===== config.mk =====
export PLATFORM = sky130hd
export DESIGN_NAME = mhf_ctrl
export DESIGN_NICKNAME = d
export VERILOG_FILES = /design/src/shared/mhf_pkg.sv /design/src/hw/mhf_fifo.sv /design/src/hw/mhf_ctrl.sv
export VERILOG_INCLUDE_DIRS = /design/src /design/src/shared
export SDC_FILE = /design/constraint.sdc
export NUM_CORES = 1
export LEC_CHECK = 0
export ABC_AREA = 0
export ABC_CLOCK_PERIOD_IN_PS = 6300
export BUFFER_PORTS_ARGS = -buffer_cell sky130_fd_sc_hd__buf_4
export CAP_MARGIN = 20
export CORE_UTILIZATION = 40
export CTS_BUF_LIST = sky130_fd_sc_hd__clkbuf_2 sky130_fd_sc_hd__clkbuf_4 sky130_fd_sc_hd__clkbuf_8
export DETAILED_ROUTE_END_ITERATION = 12
export SETUP_SLACK_MARGIN = 0.1
export SKIP_LAST_GASP = 1
export SLEW_MARGIN = 20
export SYNTH_ARGS = -nofsm -noshare
export SYNTH_HDL_FRONTEND = slang
export SYNTH_SLANG_ARGS = --single-unit
export TNS_END_PERCENT = 10

===== constraint.sdc =====
create_clock -name clk -period 6.3 [get_ports clk]
set_clock_uncertainty 0.2 [all_clocks]
set_input_delay 1.26 -clock clk [delete_from_list [all_inputs] [get_ports clk]]
set_output_delay 1.26 -clock clk [all_outputs]
set_load 0.005 [all_outputs]

===== src/shared/mhf_defs.svh =====
// Purpose: Constants for the host side FIFO controller of the Ethernet device
// Assumes: 16-bit device bus, 8-bit byte address, 32-bit device registers
// Notes: Offsets and bit positions are local choices, see hand-over
`ifndef MHF_DEFS_SVH
`define MHF_DEFS_SVH
// ****************************************
// Device register offsets
// ****************************************
`define MHF_A_RX_DATA 8'h00
`define MHF_A_TX_DATA 8'h20
`define MHF_A_RX_STAT 8'h40
`define MHF_A_RX_CFG 8'h6c
`define MHF_A_TX_CFG 8'h70
`define MHF_A_DP_CTRL 8'h78
`define MHF_A_FIFO_LVL 8'h7c
`define MHF_A_MAC_CR 8'h80
// ****************************************
// Field positions
// ****************************************
`define MHF_B_TX_STOP 0
`define MHF_B_TX_ON 1
`define MHF_B_RX_DUMP 15
`define MHF_B_FFWD 31
`define MHF_B_RECEIVER_ENABLE_BIT 2
`define MHF_F_OFF_LO 8
`define MHF_F_PAD_LO 30
`define MHF_F_STUSED_LO 16
`define MHF_F_LEN_LO 16
// ****************************************
// Reset values and timing
// ****************************************
`define MHF_RST_OFF 5'h00
`define MHF_RST_PAD 2'h0
`define MHF_FFWD_MIN_DW 13'h0004
`define MHF_CLK_NS 20
`define MHF_STROBE_NS 60
`endif


===== src/shared/mhf_pkg.sv =====
// Purpose: Types of the host side FIFO controller
// Assumes: Nothing beyond the defs header
// Notes: One-hot state codes
package mhf_pkg;
  typedef enum logic [9:0] {
    S_IDLE = 10'h001,
    S_ACC = 10'h002,
    S_LVL = 10'h004,
    S_STAT = 10'h008,
    S_DATA = 10'h010,
    S_CHK = 10'h020,
    S_POLL = 10'h040,
    S_DONE = 10'h080,
    S_ERR = 10'h100,
    S_SPARE = 10'h200
  } mhf_state_t;
  typedef enum logic [3:0] {
    OP_WR_REG = 4'h0,
    OP_RD_REG = 4'h1,
    OP_TX_WORD = 4'h2,
    OP_TX_STOP = 4'h3,
    OP_TX_START = 4'h4,
    OP_RX_CFG = 4'h5,
    OP_RX_PKT = 4'h6,
    OP_RX_SKIP = 4'h7,
    OP_RX_DUMP = 4'h8
  } mhf_op_t;
endpackage : mhf_pkg


===== src/hw/mhf_fifo.sv =====
// Purpose: Receive data FIFO between device reads and the user
// Assumes: Single clock, writer checks in_ready
// Notes: Depth a power of two
`timescale 1ns/1ps
module mhf_fifo #(
  parameter int WIDTH = 32,
  parameter int DEPTH = 16
) (
  input wire logic clk,
  input wire logic rstn,
  input wire logic in_valid,
  output logic in_ready,
  input wire logic [WIDTH-1:0] in_data,
  output logic out_valid,
  input wire logic out_ready,
  output logic [WIDTH-1:0] out_data
);
  localparam int AW = $clog2(DEPTH);
  typedef struct packed {
    logic [AW:0] wp;
    logic [AW:0] rp;
  } mhf_fifo_st_t;
  mhf_fifo_st_t q, d;
  logic [WIDTH-1:0] mem [DEPTH];
  logic full, empty;
  assign empty = (q.wp == q.rp);
  assign full = (q.wp[AW-1:0] == q.rp[AW-1:0]) && (q.wp[AW] != q.rp[AW]);
  assign in_ready = !full;
  assign out_valid = !empty;
  assign out_data = mem[q.rp[AW-1:0]];
  always_comb begin
    d = q;
    if (in_valid && !full) begin
      d.wp = q.wp + 1'b1;
    end
    if (out_ready && !empty) begin
      d.rp = q.rp + 1'b1;
    end
  end
  always_ff @(posedge clk) begin
    if (in_valid && !full) begin
      mem[q.wp[AW-1:0]] <= in_data;
    end
  end
  always_ff @(posedge clk or negedge rstn) begin
    if (!rstn) begin
      q <= '0;
    end else begin
      q <= d;
    end
  end
endmodule : mhf_fifo


===== src/hw/mhf_ctrl.sv =====
// Purpose: Host controller driving the Ethernet device FIFOs over its 16-bit bus
// Assumes: Device answers a read within one cycle of strobe; 50 MHz clk
// Notes: One command at a time; receive data leaves through a 16-word FIFO
//
// Overview of operation
// - Host writes both command words per buffer
// - Host sets stop bit; frame completes first
// - Host restarts by setting on bit
// - Never over-read; over-read needs soft reset
// - Start offset 0-31, changed between packets only
// - Optional end padding; length reveals filler
// - Read status, then length+offset+padding data
// - Fast-forward only for four or more DWORDs
// - No FIFO reads while fast-forward pending
// - Dump only after receiver confirmed stopped
// - Receiver stopped by clearing enable bit
`timescale 1ns/1ps
`include "mhf_defs.svh"
module mhf_ctrl #(
  parameter int FIFO_DEPTH = 16
) (
  input wire logic clk,
  input wire logic rstn,
  input wire logic cmd_valid,
  output logic cmd_ready,
  input wire mhf_pkg::mhf_op_t cmd_op,
  input wire logic [7:0] cmd_addr,
  input wire logic [31:0] cmd_data,
  output logic resp_valid,
  output logic resp_err,
  output logic [31:0] resp_data,
  output logic rx_valid,
  input wire logic rx_ready,
  output logic [31:0] rx_data,
  output logic [7:0] bus_addr,
  output logic [15:0] bus_dout,
  output logic bus_doe,
  input wire logic [15:0] bus_din,
  output logic bus_cs_n,
  output logic bus_rd_n,
  output logic bus_wr_n
);
  localparam int STROBE_CYC = (`MHF_STROBE_NS + `MHF_CLK_NS - 1) / `MHF_CLK_NS;
  typedef struct packed {
    mhf_pkg::mhf_state_t st;
    mhf_pkg::mhf_state_t ret;
    logic skip;
    logic half;
    logic ph;
    logic [3:0] cnt;
    logic wr;
    logic [7:0] addr;
    logic [31:0] wdata;
    logic [31:0] rdata;
    logic [31:0] pmask;
    logic prd;
    logic pend;
    logic push;
    logic [12:0] words;
    logic [4:0] off;
    logic [1:0] pad;
    logic cmd_ready;
    logic resp_valid;
    logic resp_err;
    logic [31:0] resp_data;
    logic [15:0] din_s1;
    logic [15:0] din_s2;
    logic [7:0] a;
    logic [15:0] dout;
    logic doe;
    logic cs_n;
    logic rd_n;
    logic wr_n;
  } mhf_ctrl_st_t;
  mhf_ctrl_st_t q, d;
  logic fifo_ready;
  logic take;
  // ****************************************
  // Helpers
  // ****************************************
  function automatic mhf_ctrl_st_t start_acc(input mhf_ctrl_st_t s, input logic [7:0] addr, input logic wr,
                                             input logic [31:0] data, input mhf_pkg::mhf_state_t ret);
    mhf_ctrl_st_t r;
    r = s;
    r.st = mhf_pkg::S_ACC;
    r.ret = ret;
    r.addr = addr;
    r.wr = wr;
    r.wdata = data;
    r.half = 1'b0;
    r.ph = 1'b0;
    r.cnt = 4'h0;
    r.a = addr;
    r.dout = data[15:0];
    r.doe = wr;
    r.cs_n = 1'b0;
    r.rd_n = wr;
    r.wr_n = !wr;
    return r;
  endfunction : start_acc
  // Padding rounds each packet to a whole burst
  function automatic logic [12:0] dw_count(input logic [13:0] len, input logic [4:0] off, input logic [1:0] pad);
    logic [14:0] bytes;
    logic [12:0] dw;
    logic [12:0] m;
    bytes = {1'b0, len} + {10'h000, off};
    dw = 13'((bytes + 15'h0003) >> 2);
    m = (pad == 2'h1) ? 13'h0003 : (pad == 2'h2) ? 13'h0007 : 13'h0000;
    return (dw + m) & ~m;
  endfunction : dw_count
  function automatic logic [31:0] cfg_word(input logic [4:0] off, input logic [1:0] pad);
    return (32'(off) << `MHF_F_OFF_LO) | (32'(pad) << `MHF_F_PAD_LO);
  endfunction : cfg_word
  assign take = cmd_valid && q.cmd_ready;
  // ****************************************
  // Next state
  // ****************************************
  always_comb begin
    d = q;
    d.din_s1 = bus_din;
    d.din_s2 = q.din_s1;
    d.resp_valid = 1'b0;
    d.push = 1'b0;
    unique case (q.st)
      mhf_pkg::S_IDLE: begin
        if (take) begin
          d.cmd_ready = 1'b0;
          d.resp_err = 1'b0;
          d.resp_data = 32'h0000_0000;
          d.prd = 1'b0;
          d.skip = (cmd_op == mhf_pkg::OP_RX_SKIP);
          case (cmd_op)
            mhf_pkg::OP_WR_REG: d = start_acc(d, cmd_addr, 1'b1, cmd_data, mhf_pkg::S_DONE);
            mhf_pkg::OP_RD_REG: d = start_acc(d, cmd_addr, 1'b0, 32'h0, mhf_pkg::S_DONE);
            mhf_pkg::OP_TX_WORD: d = start_acc(d, `MHF_A_TX_DATA, 1'b1, cmd_data, mhf_pkg::S_DONE);
            mhf_pkg::OP_TX_STOP: begin
              d.pmask = 32'h1 << `MHF_B_TX_ON;
              d = start_acc(d, `MHF_A_TX_CFG, 1'b1, (32'h1 << `MHF_B_TX_STOP) | (32'h1 << `MHF_B_TX_ON),
                            mhf_pkg::S_POLL);
            end
            mhf_pkg::OP_TX_START: d = start_acc(d, `MHF_A_TX_CFG, 1'b1, 32'h1 << `MHF_B_TX_ON, mhf_pkg::S_DONE);
            mhf_pkg::OP_RX_CFG: begin
              // Only taken when idle, so never inside a packet read
              d.off = cmd_data[4:0];
              d.pad = cmd_data[9:8];
              d = start_acc(d, `MHF_A_RX_CFG, 1'b1, cfg_word(cmd_data[4:0], cmd_data[9:8]), mhf_pkg::S_DONE);
            end
            mhf_pkg::OP_RX_PKT, mhf_pkg::OP_RX_SKIP: d = start_acc(d, `MHF_A_FIFO_LVL, 1'b0, 32'h0, mhf_pkg::S_LVL);
            mhf_pkg::OP_RX_DUMP: d = start_acc(d, `MHF_A_MAC_CR, 1'b0, 32'h0, mhf_pkg::S_CHK);
            default: d.st = mhf_pkg::S_ERR;
          endcase
        end
      end
      mhf_pkg::S_ACC: begin
        if (!q.ph) begin
          d.cnt = q.cnt + 4'h1;
          if (q.cnt == 4'(STROBE_CYC - 1)) begin
            d.ph = 1'b1;
            d.cs_n = 1'b1;
            d.rd_n = 1'b1;
            d.wr_n = 1'b1;
            d.doe = 1'b0;
            if (!q.wr && !q.half) d.rdata[15:0] = q.din_s2;
            if (!q.wr && q.half) d.rdata[31:16] = q.din_s2;
          end
        end else if (!q.half) begin
          // Low half first, then high half at the next halfword
          d.half = 1'b1;
          d.ph = 1'b0;
          d.cnt = 4'h0;
          d.a = q.addr + 8'h02;
          d.dout = q.wdata[31:16];
          d.doe = q.wr;
          d.cs_n = 1'b0;
          d.rd_n = q.wr;
          d.wr_n = !q.wr;
        end else begin
          d.half = 1'b0;
          d.st = q.ret;
        end
      end
      mhf_pkg::S_LVL: begin
        // Status must exist before anything is read
        if (q.rdata[`MHF_F_STUSED_LO +: 8] == 8'h00) d.st = mhf_pkg::S_ERR;
        else d = start_acc(d, `MHF_A_RX_STAT, 1'b0, 32'h0, mhf_pkg::S_STAT);
      end
      mhf_pkg::S_STAT: begin
        d.resp_data = q.rdata;
        d.words = dw_count(q.rdata[`MHF_F_LEN_LO +: 14], q.off, q.pad);
        d.pend = 1'b0;
        if (q.skip && d.words >= `MHF_FFWD_MIN_DW) begin
          d.pmask = 32'h1 << `MHF_B_FFWD;
          d = start_acc(d, `MHF_A_DP_CTRL, 1'b1, 32'h1 << `MHF_B_FFWD, mhf_pkg::S_POLL);
        end else if (d.words == 13'h0000) begin
          d.st = mhf_pkg::S_DONE;
        end else begin
          d.st = mhf_pkg::S_DATA;
        end
      end
      mhf_pkg::S_DATA: begin
        if (q.pend) begin
          d.pend = 1'b0;
          d.push = !q.skip;
          d.words = q.words - 13'h0001;
        end else if (q.words == 13'h0000) begin
          d.st = mhf_pkg::S_DONE;
        end else if (fifo_ready && !q.push) begin
          // Stall the device reads while the user holds back
          d = start_acc(d, `MHF_A_RX_DATA, 1'b0, 32'h0, mhf_pkg::S_DATA);
          d.pend = 1'b1;
        end
      end
      mhf_pkg::S_CHK: begin
        if (q.rdata[`MHF_B_RECEIVER_ENABLE_BIT]) begin
          d.st = mhf_pkg::S_ERR;
        end else begin
          d.pmask = 32'h1 << `MHF_B_RX_DUMP;
          d = start_acc(d, `MHF_A_RX_CFG, 1'b1, cfg_word(q.off, q.pad) | (32'h1 << `MHF_B_RX_DUMP), mhf_pkg::S_POLL);
        end
      end
      mhf_pkg::S_POLL: begin
        // Only the control register is read until the bit drops
        if (q.prd && ((q.rdata & q.pmask) == 32'h0)) begin
          d.st = mhf_pkg::S_DONE;
        end else begin
          d = start_acc(d, q.addr, 1'b0, 32'h0, mhf_pkg::S_POLL);
          d.prd = 1'b1;
        end
      end
      mhf_pkg::S_ERR: begin
        d.resp_err = 1'b1;
        d.st = mhf_pkg::S_DONE;
      end
      mhf_pkg::S_DONE: begin
        if (q.ret == mhf_pkg::S_DONE && !q.wr) d.resp_data = q.rdata;
        d.resp_valid = 1'b1;
        d.cmd_ready = 1'b1;
        d.st = mhf_pkg::S_IDLE;
      end
      default: d.st = mhf_pkg::S_IDLE;
    endcase
  end
  always_ff @(posedge clk or negedge rstn) begin
    if (!rstn) begin
      q <= '0;
      q.st <= mhf_pkg::S_IDLE;
      q.ret <= mhf_pkg::S_IDLE;
      q.off <= `MHF_RST_OFF;
      q.pad <= `MHF_RST_PAD;
      q.cmd_ready <= 1'b1;
      q.cs_n <= 1'b1;
      q.rd_n <= 1'b1;
      q.wr_n <= 1'b1;
    end else begin
      q <= d;
    end
  end
  // ****************************************
  // Receive data buffer
  // ****************************************
  mhf_fifo #(.WIDTH(32), .DEPTH(FIFO_DEPTH)) u_mhf_fifo (
    .clk(clk),
    .rstn(rstn),
    .in_valid(q.push),
    .in_ready(fifo_ready),
    .in_data(q.rdata),
    .out_valid(rx_valid),
    .out_ready(rx_ready),
    .out_data(rx_data)
  );
  assign cmd_ready = q.cmd_ready;
  assign resp_valid = q.resp_valid;
  assign resp_err = q.resp_err;
  assign resp_data = q.resp_data;
  assign bus_addr = q.a;
  assign bus_dout = q.dout;
  assign bus_doe = q.doe;
  assign bus_cs_n = q.cs_n;
  assign bus_rd_n = q.rd_n;
  assign bus_wr_n = q.wr_n;
endmodule : mhf_ctrl


# Word level (Yosys, flattened, before mapping)
# Memory sizes are Yosys's and may differ from the RTL's.
# Index checks and enable logic that the tools add are counted.
[totals]
ram_bits = 512
register_bits = 260
n_memories = 1
in_bits = 64
output_inout_bits = 96
[op_classes]
magnitude_cmp = 1
n_eq_ne = 52
add_sub_neg = 8
reduce_logical = 53
bitwise_logic = 19
n_mux = 49
[mem_list]
columns = ["memory", "depth", "word_bits", "rd", "rd_ports_with_merged_regs", "write_ports", "line_no", "text"]
rows = [
  ["u_mhf_fifo.mem", 16, 32, 1, 0, 1, "mhf_fifo.sv:24", "logic [WIDTH-1:0] mem [DEPTH];"],
]
[op_table]
columns = ["operator", "n"]
rows = [
  ["240-bit one-hot mux with 8 select lines", 1],
  ["240-bit 2-to-1 mux", 5],
  ["250-bit 2-to-1 mux", 2],
  ["32-bit one-hot mux with 7 select lines", 2],
  ["55-bit one-hot mux with 6 select lines", 1],
  ["41-bit one-hot mux with 6 select lines", 1],
  ["28-bit one-hot mux with 7 select lines", 1],
  ["32-bit one-hot mux with 6 select lines", 1],
  ["133-bit 2-to-1 mux", 1],
  ["102-bit 2-to-1 mux", 1],
  ["32-bit 2-to-1 mux", 3],
  ["10-bit one-hot mux with 8 select lines", 1],
  ["11-bit one-hot mux with 6 select lines", 1],
  ["13-bit by 32-bit OR with 32-bit output", 2],
  ["10-bit AND reduction", 5],
  ["2-bit != test, second input constant", 23],
  ["6-bit one-hot mux with 7 select lines", 1],
  ["10-bit 2-to-1 mux", 4],
  ["7-bit AND reduction", 5],
  ["32-bit AND", 1],
  ["32-bit logical NOT", 1],
  ["16-bit 2-to-1 mux", 2],
  ["15-bit AND reduction", 2],
  ["28-bit 2-to-1 mux", 1],
  ["59 further kinds", 114],
]

# Depth between registers and ports, before layout
[depth]
word_depth = 9
mapped_depth = 18
ltp_nobuf = 17

# Hierarchy
# A second synthesis with hierarchy kept.
[hier_totals]
hier_cells = 2075
hier_area_um2 = 30779.5
[by_module_without_submodules]
columns = ["module", "cells_per_inst", "n_inst", "area_per_inst_um2", "seq_area_each_um2"]
rows = [
  ["mhf_fifo", 932, 1, 20176.9, 15625.0],
  ["mhf_ctrl", 1143, 1, 10602.7, 5037.3],
]

# Worst setup path before layout
# No wires, ideal clock.
[synth_path]
kind = "reg2reg"
from = "register q[167] (netlist name)"
to = "register q (netlist bit bus_dout[10])"
arrival_time_ns = 4.778
setup_slack_ns = 1.197
path_stages_with_launch = 18
t_required_ns = 5.975
cell_sequence = "dfrtp_1 inv_1 ha_1 o21ba_2 inv_1 fa_1 and2b_1 o21ai_0 a21bo_2 xor2_1 or4_1 clkbuf_2 or4_1 a2111o_1 o21ai_4 a221oi_2 buf_6 mux2_4"
[synth_via]
elab_chain_len = 8
elab_cells_between_ends = 14
classes_between = "add/sub: 3; order compare: 1; eq/ne: 3; bitwise: 2; reduce/logical: 5"
[synth_lines]
columns = ["element", "line_no", "text"]
rows = [
  ["from (decl)", "mhf_ctrl.sv:75", "mhf_ctrl_st_t q, d;"],
  ["14-bit by 5-bit adder with 15-bit output", "mhf_ctrl.sv:106", "bytes = {1'b0, len} + {10'h000, off};"],
  ["15-bit by 2-bit adder with 15-bit output", "mhf_ctrl.sv:107", "dw = 13'((bytes + 15'h0003) >> 2);"],
  ["13-bit by 3-bit adder with 13-bit output", "mhf_ctrl.sv:109", "return (dw + m) & ~m;"],
  ["13-bit AND", "mhf_ctrl.sv:109", ""],
  ["13-bit by 3-bit greater-or-equal comparator with 1-bit output (no line)", "-", ""],
  ["1-bit logical AND (no line)", "-", ""],
  ["2-bit != test (no line)", "-", ""],
  ["12-bit AND reduction (no line) *", "-", ""],
]
# Every way passes the cells marked *; elsewhere a longest branch is shown, timed or not.
# A chain may end at the register's enable or synchronous reset.

# Worst setup path in the final report
[layout_path]
from = "register q[98] (netlist name)"
to = "register q (netlist bit bus_dout[10])"
[layout_via]
elab_chain_len = 8
[layout_lines]
columns = ["element", "line_no"]
rows = [
  ["14-bit by 5-bit adder with 15-bit output", "mhf_ctrl.sv:106"],
  ["15-bit by 2-bit adder with 15-bit output", "mhf_ctrl.sv:107"],
  ["13-bit by 3-bit adder with 13-bit output", "mhf_ctrl.sv:109"],
  ["13-bit AND", "mhf_ctrl.sv:109"],
  ["13-bit by 3-bit greater-or-equal comparator with 1-bit output (no line)", "-"],
  ["1-bit logical AND (no line)", "-"],
  ["2-bit != test (no line)", "-"],
  ["12-bit AND reduction (no line)", "-"],
]
# Every way passes these cells.

==> key figures <==
Timing
  – Max Freq: 177 MHz
  – Final setup viols: 0
  – Setup TNS: 0 ns
  – Slew @ Worst Pin: 1.03 ns
  – Final Hold Fails: 0
  – Setup ws final: 0.663 ns
  – Slew Viols, Final: 0
  – RSZ-0062 raised after global routing: false
  – WHS: 0.137 ns
  – Worst slew margin: 31.0%
  – Period utilization: 89.5%
  – Tmin final: 5.64 ns

Synth
  – EDFF count, synth: 512
  – Cell count after synthesis: 1878
  – Part of the Yosys area used for sequential elements: 68.5%
  – Main flop type after synthesis: edfxtp_1
  – Syn_area_per_cell: 16.1 µm²
  – Top cells by count, synth: 512 x edfxtp_1, 221 x nand2_1, 205 x dfrtp_1
  – Synth cell types: 80
  – Synth area leaders: edfxtp_1 51%, dfrtp_1 17%, mux4_2 12%
  – Async set-reset flop share out of synthesis: 29.2%
  – Most common cell in the netlist: edfxtp_1
  – Number of synthesized register bits: 723
  – Cell Area, Synth: 30200 µm²
  – Ys Warns: 0
  – Top-area cell type share of the netlist area: 51.0%
  – Syn nets: 1964
  – Post-synth top area cell: edfxtp_1

Clock network
  – H-tree levels: 3
  – Register clock-pin slew on the reported worst setup and hold paths: 0.06 ns
  – Setup Fix Bufs, Post-CTS: 0
  – Sink Count: 723
  – CTS tree: built
  – Post-CTS resize count: 0
  – Total CTS buffers: 114
  – Longest Clk Path Bufs: 3
  – Clk Latency, worst-skew pair: 0.75 ns
  – CTS Root Cell: clkbuf_8
  – Cts hold-fix bufs: 0

Placed design
  – Setup WS pre-CTS: 0.730 ns
  – IO Port Bufs: 159
  – DP HPWL: 46.1 mm
  – Final GP Congestion: 0.885

Pwr
  – Combinational Power Share: 1.4%
  – Design Power: 9.36 mW
  – P_sw: 2.00 mW
  – Cell Int Power: 7.36 mW
  – Net Sw Frac: 21.4%
  – Leakage dissipation: 11.0 nW
  – Seq pwr share: 54.1%
  – Pwr dens: 270 nW/µm²
  – Peak VDD IR: 137 µV
  – Clk pwr share: 44.6%

Routing
  – Metal-1 WL: 32.0 mm
  – Drt via density: 5.49
  – Routed wire length on met2: 36.9 mm
  – Vias: 17100
  – Antenna-violating nets left: 0
  – Top sig layer: met4
  – WL/cell: 24.0 µm
  – DRT Pass-1 Iters: 5
  – Final Routed Wirelength: 74.8 mm
  – Met3 WL: 3.88 mm
  – Initial DRC Count: 1445
  – Number of remaining DRC errors: 0

Floorplan
  – Core Region: 74600 µm²
  – I/O Pins: 160
  – Num rows: 100
  – Die H: 277 µm
  – Starting Density: 40.4%
  – DIE AREA: 76500 µm²
  – DIE WIDTH: 277 µm

Hold path
  – Hold Path Depth: 0
  – Launch point of the worst hold path: q[51]$_DFF_PN0_
  – Hold Crit Endpoint: q[35]$_DFF_PN0_
  – Worst hold path type: flip-flop to flip-flop

Setup path
  – CP max-delay cell: or4_1
  – Arr. time, crit path: 6.05 ns
  – FF-to-FF End: bus_dout[10]$_DFFE_PN0P_
  – Reg2Reg Depth: 16
  – Crit path capture type: flip-flop
  – Cell family with most CP delay: simple AND/OR/NAND/NOR gates
  – FF-to-FF Start: q[98]$_DFFE_PN0P_
  – Worst path cell trace: inv_1 > ha_1 > o21ba_2 > inv_1 > fa_1 > and2b_1 > o22ai_1 > xnor2_1 > nand2b_1 > or4_1 > or4_1 > a2111o_1 > o21ai_4 > a221oi_4 > buf_4 > mux2_4
  – Max FO, Critical Path: 24
  – Setup CP Type: flip-flop to flip-flop
  – CP bufs+invs: 3
  – Worst R2R Setup Slack: 0.66 ns
  – Startpoint types: flip-flop
  – Critical Path RT: 6.72 ns
  – Crit-path max cell delay: 0.60 ns

Cells and area
  – Fillers: 6450
  – Antenna diode count: 0
  – Fin util: 46.6%
  – Share of cells above drive strength 1: 29.7%
  – Area grow syn2layout: 15.1%
  – Nets: 2129

GRT
  – Number of global-route vias before repair: 17900
  – Initial antenna violation count: 1
  – Tot GR Track Use: 19.6%
  – Final global-route overflow total: 0
  – Global-route wire length before repair: 113 mm
  – Pin count of the biggest net entering global routing: 117

Run
  – # Max-Cap Violations: 0

Run status
  – Status: finished, final reports clean
-- placed cells by master (no fill, tap or decap), types with 35 or more instances in the layout --
master / n
dfrtp_1: 201
nand2_1: 220
nor2_1: 50
inv_1: 42
buf_4: 195
edfxtp_1: 512
clkbuf_4: 35
clkbuf_8: 123
a21oi_1: 35
mux4_2: 160
o21ai_0: 112
-- kinds of logic after synthesis --
kind of cell / after synthesis / share of synthesized area [%]
flip-flops: 723 / 68.5
AND/OR/NAND/NOR: 429 / 6.46
AO/OA/AOI/OAI: 251 / 5.35
multiplexers: 224 / 14.5
buffers and inverters: 193 / 3.19
XOR/XNOR: 36 / 1.05
adder cells (fa/ha/maj): 22 / 0.963
-- worst register-to-register path: stages (launching register included) --
cell      delay [ns]
dfrtp_1         0.37
inv_1           0.07
ha_1            0.29
o21ba_2         0.28
inv_1           0.07
fa_1            0.40
and2b_1         0.25
o22ai_1         0.10
xnor2_1         0.38
nand2b_1        0.24
or4_1           0.60
or4_1           0.57
a2111o_1        0.48
o21ai_4         0.45
a221oi_4        0.13
buf_4           0.28
mux2_4          0.37
-- sequential cells by signal (all words and copies together), names as in the netlist --
signal	cells
q	138
bus_dout	16
resp_data	32
bus_wr_n	1
bus_rd_n	1
resp_err	1
u_mhf_fifo.q	10
bus_addr	8
resp_valid	1
cmd_ready	1
bus_doe	1
bus_cs_n	1
u_mhf_fifo.mem	512
-- power by group through the flow --
stage / clock, mW / sequential (mW) / combinational [mW]
2_1_floorplan: 0 / 5.15 / 0.0474
3_3_place_gp: 0 / 5.16 / 0.129
3_5_place_dp: 0 / 5.16 / 0.130
4_1_cts: 4.27 / 5.06 / 0.131
5_1_grt: 4.46 / 5.06 / 0.144
6_report: 4.17 / 5.06 / 0.129
-- worst max-delay path by stage --
stage                  startpoint                  endpoint  slack (ns)  cells after the start
4_1_cts         q[98]$_DFFE_PN0P_   bus_addr[0]$_DFFE_PN0P_        0.68                     16
3_3_place_gp    q[98]$_DFFE_PN0P_   bus_dout[7]$_DFFE_PN0P_        0.88                     16
6_report        q[98]$_DFFE_PN0P_  bus_dout[10]$_DFFE_PN0P_        0.66                     16
5_1_grt         q[98]$_DFFE_PN0P_        q[236]$_DFFE_PN0P_        0.42                     15
2_1_floorplan  q[167]$_DFFE_PN0P_  bus_dout[10]$_DFFE_PN0P_        1.20                     17
3_5_place_dp    q[98]$_DFFE_PN0P_   bus_dout[5]$_DFFE_PN0P_        0.73                     16
-- metrics by stage --
step / cell area (µm²) / cells
5_1_grt: 34700 / 3113
3_5_place_dp: 32300 / 2896
4_1_cts: 34700 / 3113
6_report: 34700 / 3113
2_1_floorplan: 30200 / 1878
3_3_place_gp: 32300 / 2896
-- metal layers --
layer,up-vias,GRT usage [%]
met3,125,3.22
met1,8922,26.5
li1,7518,-
met2,529,32.4
met4,0,6.56
met5,-,0
-- final cells by class --
type	instances	area [µm²]	area share (%)
flip-flops and latches	723	20700	59.5
multi-input cells	962	8680	25.0
clock buffers	158	1960	5.63
repair buffers	200	1560	4.49
well taps	969	1210	3.49
clock inverters	59	479	1.38
inverters	42	158	0.454
No activity file was read; power rests on OpenSTA's default activity.
